$ cat src/hw/meas_ctl_cfg.svh
// Constants for the measurement control block
`ifndef MEAS_CTL_CFG_SVH
`define MEAS_CTL_CFG_SVH
`define CLK_HZ              10000000
`define RES_MIN             4'h3
`define RES_MAX             4'h8
`define RES_RESET           4'h6
`define RATIO_MAX_DIGITS    4'h8
`define PHASE_HI_DIGITS     4'h3
`define PHASE_LO_DIGITS     4'h4
`define TOTAL_MAX           32'h05F5E0FF
`define AVG_COUNT           7'h64
`define DELAY_UNIT_US       200
`define DELAY_MIN           13'h0001
`define DELAY_MAX           13'h0FA0
`define DELAY_RESET         13'h0032
`define MS_CYCLES           (`CLK_HZ / 1000)
`define GATE_MS_RES8        14'h2710
`define GATE_MS_RES7        14'h03E8
`define GATE_MS_RES6        14'h0064
`define GATE_MS_RES5        14'h000A
`define GATE_MS_RES4        14'h0001
`define PHASE_GATE_MS       50
`define PHASE_SLOW_GATE_MS  500
`define SPECIAL_HOLD_MS     3000
`define BLINK_HALF_MS       1500
`define ERR_NONE            6'h00
`define ERR_PHASE_FREQ      6'h01
`define ERR_RANGE           6'h02
`define ERR_CNT_OVF         6'h03
`define ERR_ENTRY           6'h04
`define ERR_PROG            6'h05
`define ERR_PHASE_HI        6'h06
`define ERR_CHECK           6'h32
`endif

$ cat src/hw/meas_ctl_pkg.sv
// Types shared by the measurement control block
package meas_ctl_pkg;
	typedef enum logic [3:0] {
		FN_FREQ_A  = 4'h0,
		FN_PERIOD  = 4'h1,
		FN_TI      = 4'h2,
		FN_GATED_TOTAL = 4'h3,
		FN_PHASE   = 4'h4,
		FN_RATIO   = 4'h5,
		FN_CHECK   = 4'h6,
		FN_TOTAL_A = 4'h7,
		FN_TIME    = 4'h8
	} func_e;
	typedef enum logic [1:0] {
		ST_MEASURE = 2'b00,
		ST_DELAY_EDIT = 2'b01,
		ST_LED_CHECK = 2'b10
	} mode_e;
endpackage

$ cat src/hw/ms_tick.sv
// One millisecond enable pulse divider
`timescale 1ns/1ns
`include "meas_ctl_cfg.svh"
module ms_tick #(
	parameter int CYCLES = `MS_CYCLES
) (
	input  wire logic mclk,
	input  wire logic resetn,
	output logic      tick
);
	logic [15:0] cnt_q;
	always_ff @(posedge mclk or negedge resetn) begin
		if (!resetn) begin
			cnt_q <= 16'h0000;
			tick  <= 1'b0;
		end else if (cnt_q == 16'(CYCLES - 1)) begin
			cnt_q <= 16'h0000;
			tick  <= 1'b1;
		end else begin
			cnt_q <= cnt_q + 16'h0001;
			tick  <= 1'b0;
		end
	end
endmodule // ms_tick

$ cat src/hw/ms_timer.sv
// Millisecond down-counter that pulses done when it expires
`timescale 1ns/1ns
module ms_timer #(
	parameter int W = 13
) (
	input  wire logic         mclk,
	input  wire logic         resetn,
	input  wire logic         tick,
	input  wire logic         start,
	input  wire logic [W-1:0] load,
	output logic              done,
	output logic              busy
);
	logic [W-1:0] cnt_q;
	always_ff @(posedge mclk or negedge resetn) begin
		if (!resetn) begin
			cnt_q <= '0;
			busy  <= 1'b0;
			done  <= 1'b0;
		end else if (start) begin
			cnt_q <= load;
			busy  <= 1'b1;
			done  <= 1'b0;
		end else if (busy && tick) begin
			if (cnt_q <= W'(1)) begin
				busy <= 1'b0;
				done <= 1'b1;
			end else begin
				cnt_q <= cnt_q - W'(1);
				done  <= 1'b0;
			end
		end else begin
			done <= 1'b0;
		end
	end
endmodule // ms_timer

$ cat src/hw/meas_ctl.sv
// Measurement control: resolution, gate time, offset, delay, averaging, errors
`timescale 1ns/1ns
`include "meas_ctl_cfg.svh"
module meas_ctl
	import meas_ctl_pkg::*;
#(
	parameter int DW        = 32,
	parameter int HOLD_MS   = `SPECIAL_HOLD_MS,
	parameter int BLINK_MS  = `BLINK_HALF_MS,
	parameter int TICK_CYC  = `MS_CYCLES
) (
	input  wire logic          mclk,
	input  wire logic          resetn,
	input  wire logic [3:0]    func_sel,
	input  wire logic          key_res_up,
	input  wire logic          key_res_down,
	input  wire logic          key_null,
	input  wire logic          key_delay_raw,
	input  wire logic          key_up,
	input  wire logic          key_down,
	input  wire logic          key_reset,
	input  wire logic          key_recall,
	input  wire logic          key_hundred_reading_average,
	input  wire logic          gate_done,
	input  wire logic [DW-1:0] meas_value,
	input  wire logic          meas_ovf,
	input  wire logic          cnt_ovf,
	input  wire logic          phase_freq_mismatch,
	input  wire logic          phase_in_above_5mhz,
	input  wire logic          phase_in_above_100khz,
	input  wire logic          phase_in_above_200hz,
	input  wire logic          entry_err,
	input  wire logic          prog_err,
	input  wire logic          check_fail,
	output logic [3:0]         resolution,
	output logic [3:0]         digits_shown,
	output logic               half_zero_pad,
	output logic               exp_notation,
	output logic               overflow_led,
	output logic [13:0]        gate_ms,
	output logic               gate_avg,
	output logic               res_ctrl_led,
	output logic               null_led,
	output logic [DW-1:0]      display_value,
	output logic [DW-1:0]      null_store,
	output logic               delay_led,
	output logic               delay_en,
	output logic [12:0]        delay_val,
	output logic               chan_b_freq,
	output logic               avg_led,
	output logic               gate_led,
	output logic [DW-1:0]      avg_value,
	output logic               avg_valid,
	output logic               blink_on,
	output logic [5:0]         err_code
);
	logic [3:0]    res_q;
	logic [3:0]    func_q;
	mode_e         mode_q;
	logic          null_q;
	logic          dly_en_q;
	logic          chb_q;
	logic          avg_q;
	logic [6:0]    avg_cnt_q;
	logic [DW+6:0] avg_sum_q;
	logic [DW-1:0] result;
	logic          sync1_q;
	logic          key_delay;
	logic          dly_prev_q;
	logic          tick;
	logic [12:0]   hold_q;
	logic          hold_fired_q;
	logic          blink_start;
	logic          blink_done;
	logic          blink_busy;
	logic          func_chg;
	logic          res_ok;
	logic          null_ok;
	logic          dly_ok;
	logic          dly_press;
	logic          dly_release;

	// Delay key bounces off the panel; synchronise before use
	always_ff @(posedge mclk or negedge resetn) begin
		if (!resetn) begin
			sync1_q    <= 1'b0;
			key_delay  <= 1'b0;
			dly_prev_q <= 1'b0;
		end else begin
			sync1_q    <= key_delay_raw;
			key_delay  <= sync1_q;
			dly_prev_q <= key_delay;
		end
	end
	assign dly_press   = key_delay & ~dly_prev_q;
	assign dly_release = ~key_delay & dly_prev_q;

	ms_tick #(.CYCLES(TICK_CYC)) u_tick (
		.mclk   (mclk),
		.resetn (resetn),
		.tick   (tick)
	);

	assign func_chg = (func_sel != func_q);
	assign res_ok   = (func_q != FN_GATED_TOTAL) && (func_q != FN_TOTAL_A)
		&& (func_q != FN_PHASE) && (mode_q == ST_MEASURE);
	assign null_ok  = (func_q != FN_PHASE) && (func_q != FN_CHECK);
	assign dly_ok   = (func_q == FN_TI) || (func_q == FN_GATED_TOTAL);

	always_ff @(posedge mclk or negedge resetn) begin
		if (!resetn)
			func_q <= 4'h0;
		else
			func_q <= func_sel;
	end

	// Resolution setting
	always_ff @(posedge mclk or negedge resetn) begin
		if (!resetn) begin
			res_q <= `RES_RESET;
		end else if (res_ok) begin
			if (key_res_up && res_q < `RES_MAX)
				res_q <= res_q + 4'h1;
			else if (key_res_down && res_q > `RES_MIN)
				res_q <= res_q - 4'h1;
		end
	end

	// Mode: measuring, delay entry, LED check
	always_ff @(posedge mclk or negedge resetn) begin
		if (!resetn) begin
			mode_q <= ST_MEASURE;
		end else if (func_chg) begin
			mode_q <= ST_MEASURE;
		end else begin
			unique case (mode_q)
				ST_MEASURE: begin
					if (func_q == FN_CHECK && key_recall)
						mode_q <= ST_LED_CHECK;
					else if (dly_ok && (key_up || key_down))
						mode_q <= ST_DELAY_EDIT;
				end
				ST_DELAY_EDIT: begin
					if (key_reset || dly_press)
						mode_q <= ST_MEASURE;
				end
				ST_LED_CHECK: begin
					if (key_reset)
						mode_q <= ST_MEASURE;
				end
				default: mode_q <= ST_MEASURE;
			endcase
		end
	end

	// Delay store, kept through standby since only power-on resets it
	always_ff @(posedge mclk or negedge resetn) begin
		if (!resetn) begin
			delay_val <= `DELAY_RESET;
		end else if (dly_ok && mode_q != ST_LED_CHECK) begin
			if (key_up && delay_val < `DELAY_MAX)
				delay_val <= delay_val + 13'h0001;
			else if (key_down && delay_val > `DELAY_MIN)
				delay_val <= delay_val - 13'h0001;
		end
	end

	// Delay enable toggle
	always_ff @(posedge mclk or negedge resetn) begin
		if (!resetn)
			dly_en_q <= 1'b0;
		else if (!dly_ok)
			dly_en_q <= 1'b0;
		else if (mode_q == ST_DELAY_EDIT && dly_press)
			dly_en_q <= 1'b1;
		else if (mode_q == ST_MEASURE && dly_press)
			dly_en_q <= ~dly_en_q;
	end

	// Channel B frequency: delay key held three seconds in frequency A
	always_ff @(posedge mclk or negedge resetn) begin
		if (!resetn) begin
			hold_q       <= 13'h0000;
			hold_fired_q <= 1'b0;
			chb_q        <= 1'b0;
		end else if (func_q != FN_FREQ_A || func_chg) begin
			hold_q       <= 13'h0000;
			hold_fired_q <= 1'b0;
			chb_q        <= 1'b0;
		end else if (!key_delay) begin
			hold_q       <= 13'h0000;
			if (dly_release)
				hold_fired_q <= 1'b0;
			if (key_reset)
				chb_q <= 1'b0;
		end else if (dly_press && chb_q) begin
			chb_q        <= 1'b0;
			hold_fired_q <= 1'b1;
		end else if (!hold_fired_q && tick) begin
			if (hold_q == 13'(HOLD_MS - 1)) begin
				chb_q        <= 1'b1;
				hold_fired_q <= 1'b1;
			end else begin
				hold_q <= hold_q + 13'h0001;
			end
		end
	end

	// Blink half period timer, held loaded until the LED check starts
	ms_timer #(.W(13)) u_blink (
		.mclk   (mclk),
		.resetn (resetn),
		.tick   (tick),
		.start  (blink_start),
		.load   (13'(BLINK_MS)),
		.done   (blink_done),
		.busy   (blink_busy)
	);
	assign blink_start = (mode_q != ST_LED_CHECK) || !blink_busy;

	// LED check blink on a three-second cycle
	always_ff @(posedge mclk or negedge resetn) begin
		if (!resetn)
			blink_on <= 1'b0;
		else if (mode_q != ST_LED_CHECK)
			blink_on <= 1'b0;
		else if (blink_done)
			blink_on <= ~blink_on;
	end

	// Offset subtract
	always_ff @(posedge mclk or negedge resetn) begin
		if (!resetn) begin
			null_q     <= 1'b0;
			null_store <= '0;
		end else if (!null_ok) begin
			null_q <= 1'b0;
		end else if (key_null && !null_q) begin
			null_q     <= 1'b1;
			null_store <= display_value;
		end else if (key_null) begin
			null_q <= 1'b0;
		end
	end

	// Hundred-reading averaging
	always_ff @(posedge mclk or negedge resetn) begin
		if (!resetn) begin
			avg_q     <= 1'b0;
			avg_cnt_q <= 7'h00;
			avg_sum_q <= '0;
			avg_value <= '0;
			avg_valid <= 1'b0;
		end else begin
			avg_valid <= 1'b0;
			if (key_hundred_reading_average)
				avg_q <= ~avg_q;
			if (!avg_q || key_reset || func_chg) begin
				avg_cnt_q <= 7'h00;
				avg_sum_q <= '0;
			end else if (gate_done) begin
				if (avg_cnt_q == `AVG_COUNT - 7'h01) begin
					avg_cnt_q <= 7'h00;
					avg_sum_q <= '0;
					avg_value <= DW'((avg_sum_q + (DW+7)'(meas_value)) / (DW+7)'(10));
					avg_valid <= 1'b1;
				end else begin
					avg_cnt_q <= avg_cnt_q + 7'h01;
					avg_sum_q <= avg_sum_q + (DW+7)'(meas_value);
				end
			end
		end
	end

	assign result = null_q ? meas_value - null_store : meas_value;

	// Display value and formatting
	always_ff @(posedge mclk or negedge resetn) begin
		if (!resetn) begin
			display_value <= '0;
			digits_shown  <= `RES_RESET;
			half_zero_pad <= 1'b0;
			exp_notation  <= 1'b0;
			overflow_led  <= 1'b0;
		end else begin
			if (gate_done && !avg_q)
				display_value <= result;
			else if (avg_valid)
				display_value <= avg_value;
			unique case (func_q)
				FN_RATIO: digits_shown <= (res_q > `RATIO_MAX_DIGITS) ? `RATIO_MAX_DIGITS : res_q;
				FN_PHASE: digits_shown <= phase_in_above_100khz ? `PHASE_HI_DIGITS
					: `PHASE_LO_DIGITS;
				default:  digits_shown <= avg_q ? res_q + 4'h1 : res_q;
			endcase
			half_zero_pad <= (func_q == FN_PHASE) && phase_in_above_100khz;
			// Exponent follows the last gated count, not the value between gates
			if (gate_done || (func_q != FN_GATED_TOTAL && func_q != FN_TOTAL_A))
				exp_notation <= ((func_q == FN_GATED_TOTAL) || (func_q == FN_TOTAL_A))
					&& (32'(meas_value) > `TOTAL_MAX);
			// Overrange past ten percent is flagged by the counter; eight digits, offset or averaging lights it
			overflow_led  <= meas_ovf && (res_q == `RES_MAX || null_q || avg_q);
		end
	end

	// Gate time from resolution, or from input frequency in phase
	always_ff @(posedge mclk or negedge resetn) begin
		if (!resetn) begin
			gate_ms  <= `GATE_MS_RES6;
			gate_avg <= 1'b0;
		end else begin
			gate_avg <= (res_q == `RES_MIN);
			if (func_q == FN_PHASE)
				gate_ms <= phase_in_above_200hz ? 14'(`PHASE_GATE_MS)
					: 14'(`PHASE_SLOW_GATE_MS);
			else
				unique case (res_q)
					4'h8:    gate_ms <= `GATE_MS_RES8;
					4'h7:    gate_ms <= `GATE_MS_RES7;
					4'h6:    gate_ms <= `GATE_MS_RES6;
					4'h5:    gate_ms <= `GATE_MS_RES5;
					default: gate_ms <= `GATE_MS_RES4;
				endcase
		end
	end

	// Error codes
	always_ff @(posedge mclk or negedge resetn) begin
		if (!resetn) begin
			err_code <= `ERR_NONE;
		end else if (func_chg) begin
			err_code <= `ERR_NONE;
		end else if (func_q == FN_CHECK && check_fail) begin
			err_code <= `ERR_CHECK;
		end else if (func_q == FN_PHASE && phase_in_above_5mhz) begin
			err_code <= `ERR_PHASE_HI;
		end else if (func_q == FN_PHASE && phase_freq_mismatch) begin
			err_code <= `ERR_PHASE_FREQ;
		end else if (cnt_ovf) begin
			err_code <= `ERR_CNT_OVF;
		end else if (meas_ovf && res_q == `RES_MAX) begin
			err_code <= `ERR_RANGE;
		end else if (prog_err) begin
			err_code <= `ERR_PROG;
		end else if (entry_err) begin
			err_code <= `ERR_ENTRY;
		end else if (gate_done && err_code != `ERR_ENTRY && err_code != `ERR_PROG
			&& err_code != `ERR_CHECK) begin
			err_code <= `ERR_NONE;
		end
	end

	// Indicators
	always_ff @(posedge mclk or negedge resetn) begin
		if (!resetn) begin
			resolution   <= `RES_RESET;
			res_ctrl_led <= 1'b0;
			null_led     <= 1'b0;
			delay_led    <= 1'b0;
			delay_en     <= 1'b0;
			chan_b_freq  <= 1'b0;
			avg_led      <= 1'b0;
			gate_led     <= 1'b0;
		end else begin
			resolution   <= res_q;
			res_ctrl_led <= res_ok | blink_on;
			null_led     <= null_q | blink_on;
			delay_led    <= dly_en_q | chb_q | blink_on;
			delay_en     <= dly_en_q;
			chan_b_freq  <= chb_q;
			avg_led      <= avg_q | blink_on;
			gate_led     <= gate_done;
		end
	end
endmodule // meas_ctl

$ cat config.mk
export PLATFORM = sky130hd
export DESIGN_NAME = meas_ctl
export DESIGN_NICKNAME = d
export VERILOG_FILES = /design/src/hw/meas_ctl_pkg.sv /design/src/hw/ms_tick.sv /design/src/hw/ms_timer.sv /design/src/hw/meas_ctl.sv
export VERILOG_INCLUDE_DIRS = /design/src /design/src/hw
export SDC_FILE = /design/constraint.sdc
export NUM_CORES = 1
export LEC_CHECK = 0
export ABC_AREA = 1
export BUFFER_PORTS_ARGS = -buffer_cell sky130_fd_sc_hd__buf_2
export CAP_MARGIN = 5
export CORE_MARGIN = 8
export CORE_UTILIZATION = 54
export CTS_CLUSTER_DIAMETER = 200
export DETAILED_ROUTE_END_ITERATION = 10
export PLACE_DENSITY = 0.82
export RECOVER_POWER = 25
export SLEW_MARGIN = 10
export SYNTH_ARGS = -nofsm -noshare
export SYNTH_HDL_FRONTEND = slang
export SYNTH_SLANG_ARGS = --single-unit
$ cat constraint.sdc
create_clock -name mclk -period 13.2 [get_ports mclk]
set_input_delay 0 -clock mclk [delete_from_list [all_inputs] [get_ports mclk]]
set_output_delay 0 -clock mclk [all_outputs]
set_load 0.005 [all_outputs]
==> summary.txt <==
antenna-violating nets left - 0
reg2reg start - avg_sum_q[5]$_DFFE_PN0P_
worst endpoint required time - 13.68 ns
# H-tree levels - 1
insertion delay to the later sink of the worst-skew pair - 0.59 ns
Sink Count - 254
critical path's largest stage delay - 0.41 ns
crit path kind - flop to flop
Post-Route WL - 70,000 um
Die ar. - 39,700 um^2
first-pass GRT wire length - 100,000 um
detailed placer's ending HPWL - 42,100 um
Core Region - 33,300 um^2
FMAX - 64.8 MHz
clock slew at reported path FFs - 0.06 ns
final setup fails - 7
Area Overhead vs Synth - 35.2%
vias in the first global route - 19,800
FF/Latch Area - 6370 um^2
area of the multi-input gates - 12,000 um^2
dominant cells by area after synthesis - dfrtp_1 (33%), nand2_1 (11%), inv_1 (7.6%)
post-synthesis sequential area ratio - 35.1%
Final Max Tran Viols - 91
# IOs - 207
failing checks - capacitance limit, slew limit, setup timing
Nets - 3,103
commonest non-fill, non-tap cell in the layout - nand2_1
Worst-Margin Slew - 5.10 ns
CP bufs+invs - 23
CP arrival - 15.90 ns
Die W - 199 um
Yosys warnings - 0
EDFF count, synth - 0
row count - 67
area fraction of the dominant cell type after synthesis - 33.4%
Iter 0 DRT Violations - 2,162
kind of end point of the critical path - flop
CP max-delay cell - dfrtp_1
Worst path top cell family by delay - simple AND/OR/NAND/NOR gates
R2R setup slack - -2.23 ns
Synth area leader - dfrtp_1
Slew headroom - -240%
end of the critical path - avg_value[0]$_DFFE_PN0P_
DRC viols - 0
Via density - 6.03
Most used DFF post-synth - dfrtp_1
drt first pass iters - 7
Post-Synthesis Cell Area - 18,100 um^2
Starting Density - 54.5%
Placer Congestion - 0.961
DR WL/cell - 20.4 um
placed cell area - 20,000 um^2
die height - 199 um
via count - 20,700
most frequent cells in the layout - nand2_1 (370), inv_1 (341), dfrtp_1 (242)
Synth Area per Inst - 7.11 um^2
RSZ-0062 raised after global routing - yes
Tcrit/Tclk final - 117%
final setup margin - -2.23 ns
CTS Buf Count - 29
distinct cell type count after synthesis - 67
HP Class - input pin to flop
outcome - finished, violations left
Synth async-reset ratio - 100%
Crit Path Max Fanout - 6
total of max-cap violations - 1
CTS tree - built
Clock Root Buffer - clkbuf_16
Min Hold Slack - 0.0227 ns
CP startpoint - avg_sum_q[5]$_DFFE_PN0P_
skew final - 0.0143 ns
Synth Instances - 2,550
most frequent CP cell - nand2_2
Register-to-Register Path Depth - 153
CTS Buffer Depth - 3
Final Hold Viols - 0
Diodes inserted - 0
I/O Buffers - 203
Startpoint Class - flop
WP depth - 153
Tmin final - 15.43 ns
Final Instance Area - 24,500 um^2
fill cell instance count of the final layout - 2,230
GR Overflow Total - 0
GRT Total Usage - 30.8%
layout cells sized above 1 - 30.3%
initial antenna violation count - 2
RR Endpoint - avg_value[0]$_DFFE_PN0P_
Seq cells post-synth - 254
pin count of the biggest net entering global routing - 91
==> Yosys cell counts (all sizes together) (23+ instances only) <==
library cell	number
a21oi	128
a31oi	41
inv	404
dfrtp	242
nor2	214
nand3	235
a22oi	23
ha	75
xnor2	28
nand2	626
xor2	67
nand4	24
clkbuf	44
o21ai	215
nor3	46
==> worst reg2reg max path: cells and delay by family, from the launching register on <==
kind / cells / cell delay, ns
DFF: 1 / 0.41
and+or+nand+nor: 122 / 10.95
buffers and inverters: 23 / 2.27
adders and majority gates: 1 / 0.25
AOI/OAI and AO/OA: 7 / 1.42
==> repair_timing <==
item | 4_1_cts | 5_1_grt
hold buffers | 62 | 0
gates resized for setup | 211 | 277
setup endpoints to repair | 5 | 9
endpoints found under the hold margin | 148 | 0
pin swaps | 89 | 137
buffers inserted | 66 | 45
==> area by class of cell <==
type	count	area share (%)
repair buffers	439	11.9
inverters	409	6.58
clock buffers	43	3.50
well taps	448	2.28
multi-input cells	1836	49.1
clock inverters	11	0.709
flip-flops and latches	254	26.0
==> cells by family after synthesis <==
family          Yosys count  share of synthesized area (%)
compound gates          484                           15.4
xor+xnor                 95                           4.63
fa+ha+maj                77                           5.39
buf+inv                 462                           9.90
flops                   254                           35.1
other cells               1                         0.0207
simple gates           1177                           29.6
==> per-layer routing <==
layer / routed length, um / up-vias / global-route usage [%]
met4: 4280 / 2 / 15.0
met2: 33100 / 1363 / 52.0
met3: 7190 / 377 / 5.09
li1: - / 9209 / -
met5: 12 / - / 0
met1: 25400 / 9793 / 37.9
==> registers in the layout, indices dropped and copies added, names as in the netlist, 2 cells and up <==
name and count:
err_code 4, digits_shown 4, gate_ms 11, func_q 4
display_value 32, hold_q 13, res_q 4, mode_q 2
null_store 32, u_tick.cnt_q 16, resolution 4, avg_value 32
u_blink.cnt_q 13, avg_cnt_q 7, delay_val 13, avg_sum_q 39
==> worst min path at each step <==
stage,cells past startpoint,startpoint,slack (ns),end
detailed placement,1,resetn,0.06,delay_val[2]$_DFFE_PN0P_
global route,6,meas_value[27],0.07,display_value[27]$_DFFE_PN0P_
floorplan,0,resetn,-0.30,avg_cnt_q[0]$_DFFE_PN0P_
finish,6,meas_value[9],0.02,display_value[9]$_DFFE_PN0P_
CTS,6,meas_value[9],0.003,display_value[9]$_DFFE_PN0P_
global placement,1,resetn,0.06,delay_val[0]$_DFFE_PN0P_
==> through the flow <==
stage | instances | setup slack (ns) | utilization [%] | setup TNS (ns)
6_report | 3440 | -2.23 | 73.7 | -9.97
5_1_grt | 3440 | -3.15 | 73.7 | -16.61
4_1_cts | 3395 | -0.545 | 69.4 | -1.27
3_5_place_dp | 3213 | -1.16 | 60.1 | -3.16
3_3_place_gp | 3213 | -0.0359 | 60.1 | -0.0359
2_1_floorplan | 2552 | 0.783 | - | 0
Power is not shown: default switching activity piles up to over one toggle a cycle in this logic, so the estimate is an artifact.
